## src/rtl/power_clock_pkg.sv

```systemverilog
`default_nettype none
package power_clock_pkg;

  // ==========================================================
  // Register map
  localparam logic [7:0] ADDR_PMC  = 8'h6B;
  localparam logic [7:0] ADDR_PM2  = 8'h6C;
  localparam logic [7:0] PMC_RESET = 8'h00;
  localparam logic [7:0] PM2_RESET = 8'h00;
  localparam logic [7:0] PMC_WMASK = 8'hEF;

  // Power-mode register field positions
  localparam int PMC_DEV_RESET = 7;
  localparam int PMC_SLEEP     = 6;
  localparam int PMC_CYCLE     = 5;
  localparam int PMC_TEMP_OFF  = 3;

  // Standby register field positions
  localparam int PM2_WAKE_LSB  = 6;
  localparam int PM2_ACCEL_LSB = 3;
  localparam int PM2_GYRO_LSB  = 0;

  // ==========================================================
  // Timing
  localparam int CLK_PERIOD_NS     = 10;
  localparam int RESET_HOLD_NS     = 100;
  localparam int RESET_HOLD_CYC    =
    (RESET_HOLD_NS + CLK_PERIOD_NS - 1) / CLK_PERIOD_NS;
  localparam int WAKE_ON_NS        = 1000;
  localparam int WAKE_ON_CYC       =
    (WAKE_ON_NS + CLK_PERIOD_NS - 1) / CLK_PERIOD_NS;
  localparam int WAKE_PERIOD_US_0  = 800000;
  localparam int WAKE_PERIOD_US_1  = 200000;
  localparam int WAKE_PERIOD_US_2  = 50000;
  localparam int WAKE_PERIOD_US_3  = 25000;
  localparam int WAKE_CYC_0 = WAKE_PERIOD_US_0 / CLK_PERIOD_NS * 1000;
  localparam int WAKE_CYC_1 = WAKE_PERIOD_US_1 / CLK_PERIOD_NS * 1000;
  localparam int WAKE_CYC_2 = WAKE_PERIOD_US_2 / CLK_PERIOD_NS * 1000;
  localparam int WAKE_CYC_3 = WAKE_PERIOD_US_3 / CLK_PERIOD_NS * 1000;
  localparam int WAKE_W     = 27;
  localparam int HOLD_W     = 8;

  // ==========================================================
  // Encodings
  typedef enum logic [2:0] {
    CS_OSC     = 3'h0,
    CS_GYRO_X  = 3'h1,
    CS_GYRO_Y  = 3'h2,
    CS_GYRO_Z  = 3'h3,
    CS_EXT_32K = 3'h4,
    CS_EXT_19M = 3'h5,
    CS_RSVD    = 3'h6,
    CS_STOP    = 3'h7
  } clk_src_t;

  typedef enum logic [2:0] {
    ST_RUN   = 3'h0,
    ST_SLEEP = 3'h1,
    ST_DOZE  = 3'h2,
    ST_WAKE  = 3'h3,
    ST_HALT  = 3'h4
  } mode_t;

endpackage
`default_nettype wire

```

## src/rtl/reset_hold_counter.sv

```systemverilog
`default_nettype none
module reset_hold_counter
  import power_clock_pkg::*;
#(
  parameter int HOLD = RESET_HOLD_CYC
) (
  input  wire logic clk_in,
  input  wire logic rst_in,
  input  wire logic start_in,
  output var  logic busy_out,
  output var  logic done_out
);

  typedef struct packed {
    logic [HOLD_W-1:0] cnt;
    logic              busy;
    logic              done;
  } hold_state_t;

  hold_state_t st;
  hold_state_t next_st;

  // ==========================================================
  // Holds busy for HOLD cycles, then one done pulse
  always_comb begin
    next_st      = st;
    next_st.done = 1'b0;
    if (st.busy) begin
      if (st.cnt == HOLD_W'(HOLD - 1)) begin
        next_st.busy = 1'b0;
        next_st.done = 1'b1;
        next_st.cnt  = '0;
      end else begin
        next_st.cnt = st.cnt + 1'b1;
      end
    end else if (start_in) begin
      next_st.busy = 1'b1;
    end
  end

  always_ff @(posedge clk_in or posedge rst_in) begin
    if (rst_in) begin
      st <= '0;
    end else begin
      st <= next_st;
    end
  end

  assign busy_out = st.busy;
  assign done_out = st.done;

endmodule
`default_nettype wire

```

## src/rtl/wake_interval_timer.sv

```systemverilog
`default_nettype none
module wake_interval_timer
  import power_clock_pkg::*;
#(
  parameter int W = WAKE_W
) (
  input  wire logic         clk_in,
  input  wire logic         rst_in,
  input  wire logic         clr_in,
  input  wire logic [W-1:0] period_in,
  output var  logic         tick_out
);

  typedef struct packed {
    logic [W-1:0] cnt;
    logic         tick;
  } timer_state_t;

  timer_state_t st;
  timer_state_t next_st;

  // ==========================================================
  // Free count, restarted by clear; tick on the last count
  always_comb begin
    next_st      = st;
    next_st.tick = 1'b0;
    if (clr_in) begin
      next_st.cnt = '0;
    end else if (st.cnt >= period_in - 1'b1) begin
      next_st.cnt  = '0;
      next_st.tick = 1'b1;
    end else begin
      next_st.cnt = st.cnt + 1'b1;
    end
  end

  always_ff @(posedge clk_in or posedge rst_in) begin
    if (rst_in) begin
      st <= '0;
    end else begin
      st <= next_st;
    end
  end

  assign tick_out = st.tick;

endmodule
`default_nettype wire

```

## src/rtl/power_mode_clock_select.sv

```systemverilog
// How it works
// - Reset bit restores all registers to defaults
// - Reset bit self-clears after reset completes
// - Sleep bit enters low-power sleep mode
// - Cycle without sleep: doze/wake at wake rate
// - Temperature-disable bit powers temperature sensor off
// - Clock field selects oscillator or PLL reference
// - Value 7 stops clock, holds timing reset
// - Internal oscillator selected after power-up
// - Oscillator/external clock allows gyros all off
// - Accel-only mode wakes only the accelerometer
// - Wake-rate field: 1.25, 5, 20, 40 Hz
// - Six bits put single axes in standby
// - Standby of reference gyro falls back oscillator
`default_nettype none
module power_mode_clock_select
  import power_clock_pkg::*;
#(
  parameter logic [WAKE_W-1:0] WAKE_CYC_R0 = WAKE_W'(WAKE_CYC_0),
  parameter logic [WAKE_W-1:0] WAKE_CYC_R1 = WAKE_W'(WAKE_CYC_1),
  parameter logic [WAKE_W-1:0] WAKE_CYC_R2 = WAKE_W'(WAKE_CYC_2),
  parameter logic [WAKE_W-1:0] WAKE_CYC_R3 = WAKE_W'(WAKE_CYC_3)
) (
  input  wire logic       CLK_IN,
  input  wire logic       SYS_RST_IN,
  input  wire logic [7:0] REG_ADDR_IN,
  input  wire logic [7:0] REG_WDATA_IN,
  input  wire logic       REG_WR_IN,
  input  wire logic       REG_RD_IN,
  output var  logic [7:0] REG_RDATA_OUT,
  output var  logic       DEVICE_RESET_OUT,
  output var  logic       SLEEP_OUT,
  output var  logic [2:0] ACCEL_POWER_OUT,
  output var  logic [2:0] GYRO_POWER_OUT,
  output var  logic       TEMP_POWER_OUT,
  output var  logic [2:0] CLOCK_SOURCE_OUT,
  output var  logic       CLOCK_STOP_OUT,
  output var  logic       TIMING_RESET_OUT,
  output var  logic       SAMPLE_PULSE_OUT,
  output var  logic       ACCEL_ONLY_OUT
);

  // ==========================================================
  // State
  typedef struct packed {
    logic [7:0] rdata;
    logic [7:0] pmc;
    logic [7:0] pm2;
    mode_t      mode;
    logic       dev_rst;
    logic       sleep;
    logic [2:0] accel_pwr;
    logic [2:0] gyro_pwr;
    logic       temp_pwr;
    clk_src_t   clk_src;
    logic       clk_stop;
    logic       tgen_rst;
    logic       sample;
    logic       accel_only;
  } pm_state_t;

  pm_state_t st;
  pm_state_t next_st;

  logic              seq_start;
  logic              seq_busy;
  logic              seq_done;
  logic              timer_clr;
  logic              wake_tick;
  logic [WAKE_W-1:0] wake_period;
  logic [WAKE_W-1:0] doze_period;

  // Field views of the stored registers
  logic       f_sleep;
  logic       f_cycle;
  logic       f_temp_off;
  clk_src_t   f_clk;
  logic [1:0] f_wake;
  logic [2:0] f_accel_stby;
  logic [2:0] f_gyro_stby;
  logic       active;

  assign f_sleep      = st.pmc[PMC_SLEEP];
  assign f_cycle      = st.pmc[PMC_CYCLE];
  assign f_temp_off   = st.pmc[PMC_TEMP_OFF];
  assign f_clk        = clk_src_t'(st.pmc[2:0]);
  assign f_wake       = st.pm2[PM2_WAKE_LSB +: 2];
  assign f_accel_stby = st.pm2[PM2_ACCEL_LSB +: 3];
  assign f_gyro_stby  = st.pm2[PM2_GYRO_LSB +: 3];
  assign active       = (st.mode == ST_RUN) || (st.mode == ST_WAKE);

  // ==========================================================
  // Full register reset sequence
  // A reset request is taken only when none is running, so a
  // second request during the hold cannot stretch it.
  assign seq_start = REG_WR_IN && (REG_ADDR_IN == ADDR_PMC)
                     && REG_WDATA_IN[PMC_DEV_RESET]
                     && !st.pmc[PMC_DEV_RESET];

  reset_hold_counter #(
    .HOLD (RESET_HOLD_CYC)
  ) u_hold (
    .clk_in   (CLK_IN),
    .rst_in   (SYS_RST_IN),
    .start_in (seq_start),
    .busy_out (seq_busy),
    .done_out (seq_done)
  );

  // ==========================================================
  // Wake interval selection
  always_comb begin
    case (f_wake)
      2'h0:    doze_period = WAKE_CYC_R0;
      2'h1:    doze_period = WAKE_CYC_R1;
      2'h2:    doze_period = WAKE_CYC_R2;
      2'h3:    doze_period = WAKE_CYC_R3;
      default: doze_period = WAKE_CYC_R0;
    endcase
  end

  // Wake window is short and fixed; doze spans the whole selected period
  assign wake_period = (st.mode == ST_WAKE)
                       ? WAKE_W'(WAKE_ON_CYC) : doze_period;

  // Restart the timer whenever the mode changes or cycling stops
  assign timer_clr = (next_st.mode != st.mode)
                     || !((st.mode == ST_DOZE) || (st.mode == ST_WAKE));

  wake_interval_timer #(
    .W (WAKE_W)
  ) u_wake (
    .clk_in    (CLK_IN),
    .rst_in    (SYS_RST_IN),
    .clr_in    (timer_clr),
    .period_in (wake_period),
    .tick_out  (wake_tick)
  );

  // ==========================================================
  // Next state
  always_comb begin
    next_st       = st;
    next_st.rdata = 8'h00;

    // Register writes; ignored while a full reset is held
    if (REG_WR_IN && !st.pmc[PMC_DEV_RESET]) begin
      case (REG_ADDR_IN)
        ADDR_PMC: next_st.pmc = REG_WDATA_IN & PMC_WMASK;
        ADDR_PM2: next_st.pm2 = REG_WDATA_IN;
        default:  next_st.pmc = st.pmc;
      endcase
    end

    // End of the hold: defaults back, request bit drops
    if (seq_done) begin
      next_st.pmc = PMC_RESET;
      next_st.pm2 = PM2_RESET;
    end

    // A gyro reference whose axis sleeps cannot drive the PLL
    if ((next_st.pmc[2:0] >= 3'(CS_GYRO_X))
        && (next_st.pmc[2:0] <= 3'(CS_GYRO_Z))
        && next_st.pm2[3'h3 - next_st.pmc[2:0]]) begin
      next_st.pmc[2:0] = 3'(CS_OSC);
    end

    // Reads are served in every mode, sleep included
    if (REG_RD_IN) begin
      case (REG_ADDR_IN)
        ADDR_PMC: next_st.rdata = st.pmc & PMC_WMASK;
        ADDR_PM2: next_st.rdata = st.pm2;
        default:  next_st.rdata = 8'h00;
      endcase
    end

    // Power mode sequencing
    case (st.mode)
      ST_RUN, ST_SLEEP, ST_HALT: begin
        next_st.mode = (f_cycle && !f_sleep) ? ST_DOZE : ST_RUN;
      end
      ST_DOZE: begin
        next_st.mode = wake_tick ? ST_WAKE : ST_DOZE;
      end
      ST_WAKE: begin
        next_st.mode = wake_tick ? ST_DOZE : ST_WAKE;
      end
      default: begin
        next_st.mode = ST_RUN;
      end
    endcase
    if (!f_cycle && (st.mode != ST_SLEEP)) begin
      next_st.mode = ST_RUN;
    end
    if (f_sleep) begin
      next_st.mode = ST_SLEEP;
    end
    if (f_clk == CS_STOP) begin
      next_st.mode = ST_HALT;
    end

    // Outputs, one cycle behind the state they reflect
    next_st.dev_rst   = seq_busy;
    next_st.sleep     = (st.mode == ST_SLEEP);
    next_st.sample    = (st.mode == ST_DOZE) && wake_tick;
    next_st.accel_pwr = active ? ~f_accel_stby : 3'h0;
    next_st.temp_pwr  = active && !f_temp_off;
    // Gyros stay off across the wake window in accel-only
    // mode; oscillator or external clocks keep running without
    // them, which is what makes this mode legal.
    next_st.gyro_pwr  = (st.mode == ST_RUN)
                        ? ~f_gyro_stby : 3'h0;
    if (st.mode == ST_WAKE && !(&f_gyro_stby)) begin
      next_st.gyro_pwr = ~f_gyro_stby;
    end
    next_st.accel_only = f_cycle && !f_sleep && f_temp_off
                         && (&f_gyro_stby);

    // Reserved code keeps the oscillator running
    case (f_clk)
      CS_RSVD: next_st.clk_src = CS_OSC;
      default: next_st.clk_src = f_clk;
    endcase
    next_st.clk_stop = (f_clk == CS_STOP);
    next_st.tgen_rst = (f_clk == CS_STOP);
  end

  // ==========================================================
  // State register
  always_ff @(posedge CLK_IN or posedge SYS_RST_IN) begin
    if (SYS_RST_IN) begin
      st          <= '0;
      st.pmc      <= PMC_RESET;
      st.pm2      <= PM2_RESET;
      st.mode     <= ST_RUN;
      st.clk_src  <= CS_OSC;
    end else begin
      st <= next_st;
    end
  end

  // ==========================================================
  // Outputs, all straight from the state register
  assign REG_RDATA_OUT    = st.rdata;
  assign DEVICE_RESET_OUT = st.dev_rst;
  assign SLEEP_OUT        = st.sleep;
  assign ACCEL_POWER_OUT  = st.accel_pwr;
  assign GYRO_POWER_OUT   = st.gyro_pwr;
  assign TEMP_POWER_OUT   = st.temp_pwr;
  assign CLOCK_SOURCE_OUT = st.clk_src;
  assign CLOCK_STOP_OUT   = st.clk_stop;
  assign TIMING_RESET_OUT = st.tgen_rst;
  assign SAMPLE_PULSE_OUT = st.sample;
  assign ACCEL_ONLY_OUT   = st.accel_only;

  // ==========================================================
  // Checks
  localparam int RST_BOUND = 16;

  logic gyro_ref_stby;
  assign gyro_ref_stby = (f_clk == CS_GYRO_X && f_gyro_stby[2])
                      || (f_clk == CS_GYRO_Y && f_gyro_stby[1])
                      || (f_clk == CS_GYRO_Z && f_gyro_stby[0]);
endmodule
`default_nettype wire

```

## config.mk

```make
export PLATFORM = sky130hd
export DESIGN_NAME = power_mode_clock_select
export DESIGN_NICKNAME = d
export VERILOG_FILES = /design/src/rtl/power_clock_pkg.sv /design/src/rtl/reset_hold_counter.sv /design/src/rtl/wake_interval_timer.sv /design/src/rtl/power_mode_clock_select.sv
export SDC_FILE = /design/constraint.sdc
export NUM_CORES = 1
export LEC_CHECK = 0
export BUFFER_PORTS_ARGS = -buffer_cell sky130_fd_sc_hd__buf_2
export CELL_PAD_IN_SITES_DETAIL_PLACEMENT = 2
export CELL_PAD_IN_SITES_GLOBAL_PLACEMENT = 2
export CORE_MARGIN = 2
export CORE_UTILIZATION = 39
export DETAILED_ROUTE_END_ITERATION = 8
export HOLD_SLACK_MARGIN = 0.03
export PLACE_DENSITY = 0.85
export SLEW_MARGIN = 20
export SYNTH_ARGS = -nofsm -noshare
export SYNTH_HDL_FRONTEND = slang
export SYNTH_SLANG_ARGS = --single-unit
```

## constraint.sdc

```tcl
create_clock -name CLK_IN -period 4.3 [get_ports CLK_IN]
set_input_delay 0.43 -clock CLK_IN [delete_from_list [all_inputs] [get_ports CLK_IN]]
set_output_delay 0.43 -clock CLK_IN [all_outputs]
set_load 0.05 [all_outputs]
```

==> flow_metrics.env, run 1 <==
export IMPL_maxSlewHeadroom_pct=43.0
export IMPL_run_status="complete, no violations"
export IMPL_core_area_um2=11400
export IMPL_post_cts_repair_setup_buffers=0
export IMPL_yosys_area_top_type_share_pct=42.8
export IMPL_cts_repair_resize_count=0
export IMPL_tritoncts_clock_tree="built"
export IMPL_synth_area_um2=4560
export IMPL_grt_pass1_wl_um=22500
export IMPL_synthMostInstantiatedCell="dfrtp_1"
export IMPL_timing_final_crit_share_pct=92.0
export IMPL_final_antenna_net_count=0
export IMPL_post_synth_main_area_contributors="dfrtp_1, ha_1, nor3_2, xnor2_1, nor2_1"
export IMPL_p_per_area_nw_per_um2=343
export IMPL_num_fill_cells=1213
export IMPL_finalPower_mw=1.74
export IMPL_cts_sink_count=78
export IMPL_rsz0062_at_grt="no"
export IMPL_htreeDepth=3
export IMPL_gr_total_overflow=0
export IMPL_cts_clk_slew_worst_paths_ns=0.06
export IMPL_wl_um=13800
export IMPL_worst_r2r_startpoint="st[17]"
export IMPL_end_kind="flop"
export IMPL_drcViolationCount=0
export IMPL_final_max_slew_viol_count=0
export IMPL_globalplace_congestion=0.794
export IMPL_firstDrtPassIters=4
export IMPL_synth_edff_count=0
export IMPL_critical_path_endpoint="u_wake.st[23]"
export IMPL_yosys_top_cells_count="dfrtp_1, nor2_1, ha_1"
export IMPL_global_route_usage_total_pct=23.2
export IMPL_die_width_um=112
export IMPL_final_core_util_pct=44.5
export IMPL_ys_seq_elements=78
export IMPL_timing_critical_path_from_type="flop"
export IMPL_multi_input_comb_area_um2=2350
export IMPL_share_of_cells_above_drive_strength_1_pct=21.1
export IMPL_timing_hold_violations_final=0
export IMPL_synth_top_area_cell="dfrtp_1"
export IMPL_syn_area_per_cell_um2=10.3
export IMPL_avgRoutedWirePerCell_um=22.5
export IMPL_clock_skew_ns=0.00699
export IMPL_pin_count_of_the_biggest_net_entering_global_routing=43
export IMPL_data_required_time_at_the_worst_endpoint_ns=4.56
export IMPL_number_of_nets_at_the_end_of_the_flow=521
export IMPL_grt_antenna_before_repair=0
export IMPL_max_cap_viol_count=0
export IMPL_area_growth_pct=11.4
export IMPL_dp_final_hpwl_um=9810
export IMPL_synth_net_count=496
export IMPL_ys_warnings_count=0
export IMPL_synthArstFlopShare_pct=100
export IMPL_antenna_cells_inserted=0
export IMPL_place_port_buffers=43
export IMPL_cts_path_max_buffers=2
export IMPL_initial_cell_density_of_the_core_pct=39.9
export IMPL_placed_area_um2=4770
export IMPL_ctsRootBufferMaster="clkbuf_16"
export IMPL_timing_fmax_mhz=253
export IMPL_synth_seq_area_share_pct=42.8
export IMPL_worst_r2r_path_depth=14
export IMPL_worst_path_max_fanout=18
export IMPL_ys_types=53
export IMPL_final_cell_area_um2=5080
export IMPL_crit_arrival_ns=4.21
export IMPL_vias_per_cell=5.64
export IMPL_drtIter0Drc=172
export IMPL_row_count=39
export IMPL_fp_dieArea_um2=12600
export IMPL_power_leakage_nw=2.28
export IMPL_numCtsBuffers=9
export IMPL_setup_tns_ns=0
export IMPL_die_h_um=112
export IMPL_internal_reg_to_reg_setup_slack_ns=0.34
export IMPL_clk_latency_ns=0.35
export IMPL_vias_in_the_first_global_route=4004
export IMPL_power_ir_vdd_worst_uv=277
export IMPL_flip_flop_cell_with_the_highest_count_after_synthesis="dfrtp_1"
export IMPL_worstSetupPathType="reg2reg"
export IMPL_crit_start="st[17]"
export IMPL_synthesis_instances=441
export IMPL_seq_area_um2=1950
export IMPL_hp_class="in2async"
export IMPL_timing_final_crit_period_ns=3.96
export IMPL_worst_r2r_endpoint="u_wake.st[23]"
export IMPL_routed_via_count=3458
export IMPL_finalSetupViolCount=0
export IMPL_hold_buffers=0
export IMPL_boundary_pins=44
export IMPL_worstMarginPinSlew_ns=0.834
critical path, cell delays in order, from the launching register on:
cell and delay, ns:
dfrtp_1 0.43, nor2b_1 0.35, nand2_1 0.14, inv_1 0.23, nor2_1 0.13, ha_1 0.21, o21bai_1 0.14, a21oi_1 0.09
ha_1 0.30, nand4_1 0.13, nor3_1 0.07, a2111oi_0 0.75, o2bb2ai_4 0.38, buf_4 0.32, nor3_2 0.20
worst min path at each step:
stage,from,end,slack (ns),cells after the start
after global placement,f_accel_stby[1],ACCEL_POWER_OUT[1],0.44,1
after global routing,SYS_RST_IN,u_wake.st[25],0.27,2
after detailed placement,u_hold.st[9],u_hold.st[9],0.46,1
after CTS,SYS_RST_IN,u_wake.st[12],0.24,2
after floorplan,u_hold.busy_out,DEVICE_RESET_OUT,0.35,0
final,SYS_RST_IN,u_wake.st[12],0.21,2
layer usage:
metal	track usage [%]	vias up	routed length, um
met5	0	-	0
met4	8.21	0	299
met3	4.32	20	458
met2	41.2	53	7340
met1	28.1	1811	5690
li1	-	1574	-
layout by cell type, fill, tap and decap left out, types with 8 or more instances in the layout:
cell type	instances
dfrtp_1	78
nor2b_1	13
inv_1	14
mux2i_1	12
xnor2_1	24
buf_2	43
ha_1	35
clkbuf_16	9
nor2_1	39
nand3_1	12
nor3_2	23
nand2_1	30
a21oi_1	10
and3_1	10
nor3_1	8
nand4_1	13
xor2_1	12
flip-flops by register name, summed over array words and instances (netlist names), 2 cells and up:
register,count
u_wake.st,27
REG_RDATA_OUT,8
f_gyro_stby,3
GYRO_POWER_OUT,3
u_hold.st,8
f_wake,2
st,4
f_accel_stby,3
f_clk,3
CLOCK_SOURCE_OUT,3
ACCEL_POWER_OUT,3
metrics by stage:
stage	hold slack, ns	worst slack [ns]	instances
2_1_floorplan	0.352	1.00	441
3_3_place_gp	0.438	0.742	598
3_5_place_dp	0.462	0.464	598
4_1_cts	0.239	0.345	613
5_1_grt	0.266	0.0159	613
6_report	0.213	0.344	613
report_power, final:
part	total [mW]	internal, mW	switching, mW
Sequential	0.808	0.766	0.0421
Clock	0.748	0.444	0.303
Combinational	0.186	0.0604	0.125
cell families after synthesis:
group                    share of synthesized area (%)
buffers and inverters                             5.96
AND/OR/NAND/NOR                                   24.6
adder cells (fa/ha/maj)                           9.61
AO/OA/AOI/OAI                                     6.37
flip-flops                                        42.8
XOR/XNOR                                          6.92
multiplexers                                      3.62
other                                           0.0823
final cells by class:
type | count | share of cell area (%)
inverters | 15 | 1.13
clock inverters | 6 | 1.26
well taps | 143 | 3.52
repair buffers | 48 | 4.98
multi-input cells | 314 | 46.2
clock buffers | 9 | 4.44
flip-flops and latches | 78 | 38.5
No activity file was read; power rests on OpenSTA's default activity.
==> run 2: changes to the inputs <==
==> constraint.sdc (replaced) <==
create_clock -name CLK_IN -period 4.3 [get_ports CLK_IN]
set_input_delay 0.645 -clock CLK_IN [delete_from_list [all_inputs] [get_ports CLK_IN]]
set_output_delay 0.645 -clock CLK_IN [all_outputs]
set_load 0.05 [all_outputs]
==> flow_metrics.env, run 2 (synthesis gave the netlist of run 1 again) <==
export IMPL_row_count=39
export IMPL_final_core_util_pct=44.6
export IMPL_placed_area_um2=4770
export IMPL_final_antenna_net_count=0
export IMPL_drtIter0Drc=168
export IMPL_avgRoutedWirePerCell_um=20.8
export IMPL_final_setup_worst_slack_ns=0.453
export IMPL_worst_r2r_path_depth=12
export IMPL_dp_final_hpwl_um=9530
export IMPL_place_port_buffers=43
export IMPL_die_width_um=112
export IMPL_combinationalPowerShare_pct=10.2
export IMPL_pre_cts_ws_ns=0.456
export IMPL_timing_critical_path_from_type="flop"
export IMPL_ctsRootBufferMaster="clkbuf_16"
export IMPL_clkPwrFrac_pct=44.5
export IMPL_hold_buffers=0
export IMPL_worstSetupPathType="reg2reg"
export IMPL_global_route_usage_total_pct=21.8
export IMPL_worst_path_max_fanout=18
export IMPL_clk_latency_ns=0.35
export IMPL_vias_in_the_first_global_route=3821
export IMPL_data_required_time_at_the_worst_endpoint_ns=4.57
export IMPL_cts_sink_count=78
export IMPL_grt_pass1_wl_um=21300
export IMPL_rsz0062_at_grt="no"
export IMPL_worstMarginPinSlew_ns=0.940
export IMPL_placedCellCount=597
export IMPL_setup_tns_ns=0
export IMPL_hp_class="in2async"
export IMPL_gr_total_overflow=0
export IMPL_drcViolationCount=0
export IMPL_crit_arrival_ns=4.12
export IMPL_numCtsBuffers=9
export IMPL_power_internal_mw=1.29
export IMPL_timing_final_crit_period_ns=3.85
export IMPL_largest_register_ffs=27
export IMPL_timing_fmax_mhz=260
export IMPL_core_area_um2=11400
export IMPL_antenna_cells_inserted=0
export IMPL_number_of_nets_at_the_end_of_the_flow=520
export IMPL_globalplace_congestion=0.799
export IMPL_end_kind="flop"
export IMPL_routed_via_count=3371
export IMPL_power_switching_mw=0.476
export IMPL_final_max_slew_viol_count=0
export IMPL_pin_count_of_the_biggest_net_entering_global_routing=42
export IMPL_cts_repair_resize_count=0
export IMPL_timing_hold_violations_final=0
export IMPL_power_frac_seq_pct=45.3
export IMPL_final_common_cell="dfrtp_1"
export IMPL_cts_path_max_buffers=2
export IMPL_most_common_layout_cells="dfrtp_1, buf_2, nor2_1"
export IMPL_final_cell_area_um2=5090
export IMPL_vias_per_cell=5.50
export IMPL_firstDrtPassIters=4
export IMPL_fp_dieArea_um2=12600
export IMPL_post_cts_repair_setup_buffers=0
export IMPL_finalSetupViolCount=0
export IMPL_boundary_pins=44
export IMPL_tritoncts_clock_tree="built"
export IMPL_max_cap_viol_count=0
export IMPL_p_per_area_nw_per_um2=348
export IMPL_clock_skew_ns=0.00322
export IMPL_power_leakage_nw=2.28
export IMPL_grt_antenna_before_repair=0
export IMPL_area_growth_pct=11.7
export IMPL_power_ir_vdd_worst_uv=264
export IMPL_run_status="complete, no violations"
export IMPL_htreeDepth=3
export IMPL_maxSlewHeadroom_pct=36.7
export IMPL_cts_clk_slew_worst_paths_ns=0.06
export IMPL_initial_cell_density_of_the_core_pct=39.9
export IMPL_share_of_cells_above_drive_strength_1_pct=21.1
export IMPL_stdcell_count=613
export IMPL_timing_final_crit_share_pct=89.5
export IMPL_wl_um=12800
export IMPL_die_h_um=112
export IMPL_largest_register="u_wake.st"
export IMPL_net_sw_share_pct=26.9
-- run 2: cell count changes in the layout (fill, tap and decap cells not counted) --
cell,previous run,this run
clkinv_2,3,1
buf_4,5,4
clkbuf_8,0,1
clkinvlp_4,2,3
inv_6,0,1
-- run 2: worst paths after layout --
| kind | from | end | slack (ns) |
|---|---|---|---|
| max | st[18] | u_wake.st[24] | 0.45 |
| max in group asynchronous | SYS_RST_IN | REG_RDATA_OUT[6] | 2.93 |
| min reg2reg | f_accel_stby[1] | ACCEL_POWER_OUT[1] | 0.46 |
| max reg2reg | st[18] | u_wake.st[24] | 0.45 |
| min | SYS_RST_IN | u_wake.st[25] | 0.39 |
| min in group CLK_IN | f_accel_stby[1] | ACCEL_POWER_OUT[1] | 0.46 |
-- run 2: power by group through the flow --
stage	registers [mW]	clock network [mW]	logic [mW]
after global placement	0.813	0	0.168
final	0.802	0.788	0.180
after floorplan	0.811	0	0.130
after CTS	0.802	0.808	0.184
after global routing	0.809	0.836	0.203
after detailed placement	0.815	0	0.181
-- run 2: metrics by stage --
step	power (mW)	hold slack [ns]
after floorplan	0.941	0.352
after global placement	0.980	0.441
after detailed placement	0.996	0.445
after CTS	1.79	0.422
after global routing	1.85	0.464
final	1.77	0.391
-- run 2: critical path: stages (launching register included) --
cell and delay [ns]:
dfrtp_1 0.44, nor2b_1 0.30, nand2_1 0.13, inv_1 0.20
nor2_1 0.12, ha_1 0.32, ha_1 0.32, a21oi_1 0.16
o21ai_0 0.12, a2111oi_0 0.77, o2bb2ai_4 0.38, buf_4 0.31
nor3_2 0.19
-- run 2: per-layer routing --
metal	vias to the layer above	routed length [um]	GRT usage [%]
met5	-	0	0
met4	0	133	4.96
met3	9	319	4.97
met2	39	6700	38.4
met1	1749	5620	27.3
li1	1574	-	-
-- run 2: area by class of cell --
class | count | area, um^2
clock buffers | 10 | 239
clock inverters | 6 | 70.1
fillers | 1195 | 6330
inverters | 15 | 57.6
multi-input cells | 314 | 2350
flip-flops and latches | 78 | 1950
well taps | 143 | 179
repair buffers | 47 | 245
==> run 3: changes to the inputs <==
- CORE_ASPECT_RATIO: default -> 1.1
- REMOVE_ABC_BUFFERS: default -> 1
- clock period: 4.3 -> 4.4 ns (I/O delays scaled with it)
==> flow_metrics.env, run 3 (synthesis gave the netlist of run 1 again) <==
export IMPL_final_max_slew_viol_count=0
export IMPL_worst_r2r_startpoint="st[17]"
export IMPL_timing_hold_violations_final=0
export IMPL_worst_path_max_fanout=19
export IMPL_final_cell_area_um2=5110
export IMPL_data_required_time_at_the_worst_endpoint_ns=4.59
export IMPL_cts_path_max_buffers=2
export IMPL_worstSetupPathType="reg2reg"
export IMPL_crit_arrival_ns=4.17
export IMPL_end_kind="flop"
export IMPL_final_common_cell="dfrtp_1"
export IMPL_vias_in_the_first_global_route=4095
export IMPL_num_fill_cells=1176
export IMPL_tritoncts_clock_tree="built"
export IMPL_largest_register="u_wake.st"
export IMPL_placed_area_um2=4810
export IMPL_ctsRootBufferMaster="clkbuf_16"
export IMPL_multi_input_comb_area_um2=2350
export IMPL_area_growth_pct=12.2
export IMPL_drcViolationCount=0
export IMPL_timing_final_crit_period_ns=3.98
export IMPL_worst_r2r_endpoint="u_wake.st[14]"
export IMPL_dp_final_hpwl_um=9690
export IMPL_firstDrtPassIters=4
export IMPL_pre_cts_ws_ns=0.411
export IMPL_number_of_nets_at_the_end_of_the_flow=521
export IMPL_row_count=41
export IMPL_gr_total_overflow=0
export IMPL_drtIter0Drc=125
export IMPL_most_common_layout_cells="dfrtp_1, buf_2, nor2_1"
export IMPL_timing_critical_path_from_type="flop"
export IMPL_htreeDepth=3
export IMPL_place_port_buffers=43
export IMPL_die_width_um=107
export IMPL_clk_latency_ns=0.34
export IMPL_final_antenna_net_count=0
export IMPL_numCtsBuffers=9
export IMPL_cts_sink_count=78
export IMPL_seq_area_um2=1950
export IMPL_power_leakage_nw=2.30
export IMPL_p_per_area_nw_per_um2=345
export IMPL_fp_dieArea_um2=12600
export IMPL_core_area_um2=11400
export IMPL_clock_skew_ns=0.00587
export IMPL_largest_register_ffs=27
export IMPL_timing_fmax_mhz=251
export IMPL_run_status="complete, no violations"
export IMPL_max_cap_viol_count=0
export IMPL_share_of_cells_above_drive_strength_1_pct=20.9
export IMPL_final_setup_worst_slack_ns=0.419
export IMPL_die_h_um=117
export IMPL_initial_cell_density_of_the_core_pct=39.8
export IMPL_vias_per_cell=5.61
export IMPL_hp_class="in2async"
export IMPL_post_cts_repair_setup_buffers=0
export IMPL_globalplace_congestion=0.837
export IMPL_cts_repair_resize_count=0
export IMPL_avgRoutedWirePerCell_um=22.8
export IMPL_pin_count_of_the_biggest_net_entering_global_routing=42
export IMPL_routed_via_count=3481
export IMPL_power_ir_vdd_worst_uv=259
export IMPL_final_core_util_pct=44.7
export IMPL_grt_antenna_before_repair=0
export IMPL_maxSlewHeadroom_pct=37.3
export IMPL_cts_clk_slew_worst_paths_ns=0.06
export IMPL_global_route_usage_total_pct=23.9
export IMPL_hold_buffers=0
export IMPL_worstMarginPinSlew_ns=0.932
export IMPL_boundary_pins=44
export IMPL_finalSetupViolCount=0
export IMPL_internal_reg_to_reg_setup_slack_ns=0.42
export IMPL_timing_final_crit_share_pct=90.5
export IMPL_grt_pass1_wl_um=23100
export IMPL_wl_um=14100
export IMPL_antenna_cells_inserted=0
export IMPL_rsz0062_at_grt="no"
export IMPL_worst_r2r_path_depth=14
## run 3: through the flow
step	hold slack [ns]	std cells	power [mW]	setup TNS (ns)
after floorplan	0.387	407	0.908	-6.47
after global placement	0.435	605	0.960	0
after detailed placement	0.462	605	0.978	0
after CTS	0.434	620	1.79	0
after global routing	0.463	620	1.83	0
final	0.424	620	1.76	0
## run 3: how the worst max path moves through the flow
stage / from / endpoint / cells after the start
detailed placement: st[18] / u_wake.st[14] / 14
global placement: st[18] / u_wake.st[27] / 15
global route: st[18] / u_wake.st[22] / 14
floorplan: st[18] / u_wake.st[27] / 13
CTS: st[18] / u_wake.st[9] / 14
finish: st[17] / u_wake.st[14] / 14
## run 3: per-layer routing
layer / up-vias / track usage (%) / wire length [um]
met5: - / 0 / 0
met4: 0 / 8.12 / 382
met3: 26 / 3.67 / 384
met2: 75 / 45.1 / 7930
met1: 1800 / 26.8 / 5420
li1: 1580 / - / -
## run 3: where the power goes
group / switching [mW] / internal, mW / total, mW
logic: 0.125 / 0.0602 / 0.185
clock network: 0.301 / 0.491 / 0.792
registers: 0.0385 / 0.748 / 0.787
## run 3: worst max-delay path, cell delays in order (launching register included)
cell       delay, ns
dfrtp_1         0.40
nor2b_1         0.33
nand2_1         0.15
inv_1           0.24
nor2_1          0.15
ha_1            0.22
o21bai_1        0.15
a21oi_1         0.09
ha_1            0.30
nand4_1         0.13
nor4_1          0.42
a2111oi_2       0.17
o211ai_1        0.75
buf_12          0.27
nor3_2          0.07
## run 3: area by class of cell
cell class,instances,share of cell area (%)
well taps,150,3.67
clock inverters,5,1.47
clock buffers,10,4.48
repair buffers,48,5.19
multi-input cells,314,45.9
inverters,15,1.13
flip-flops and latches,78,38.2
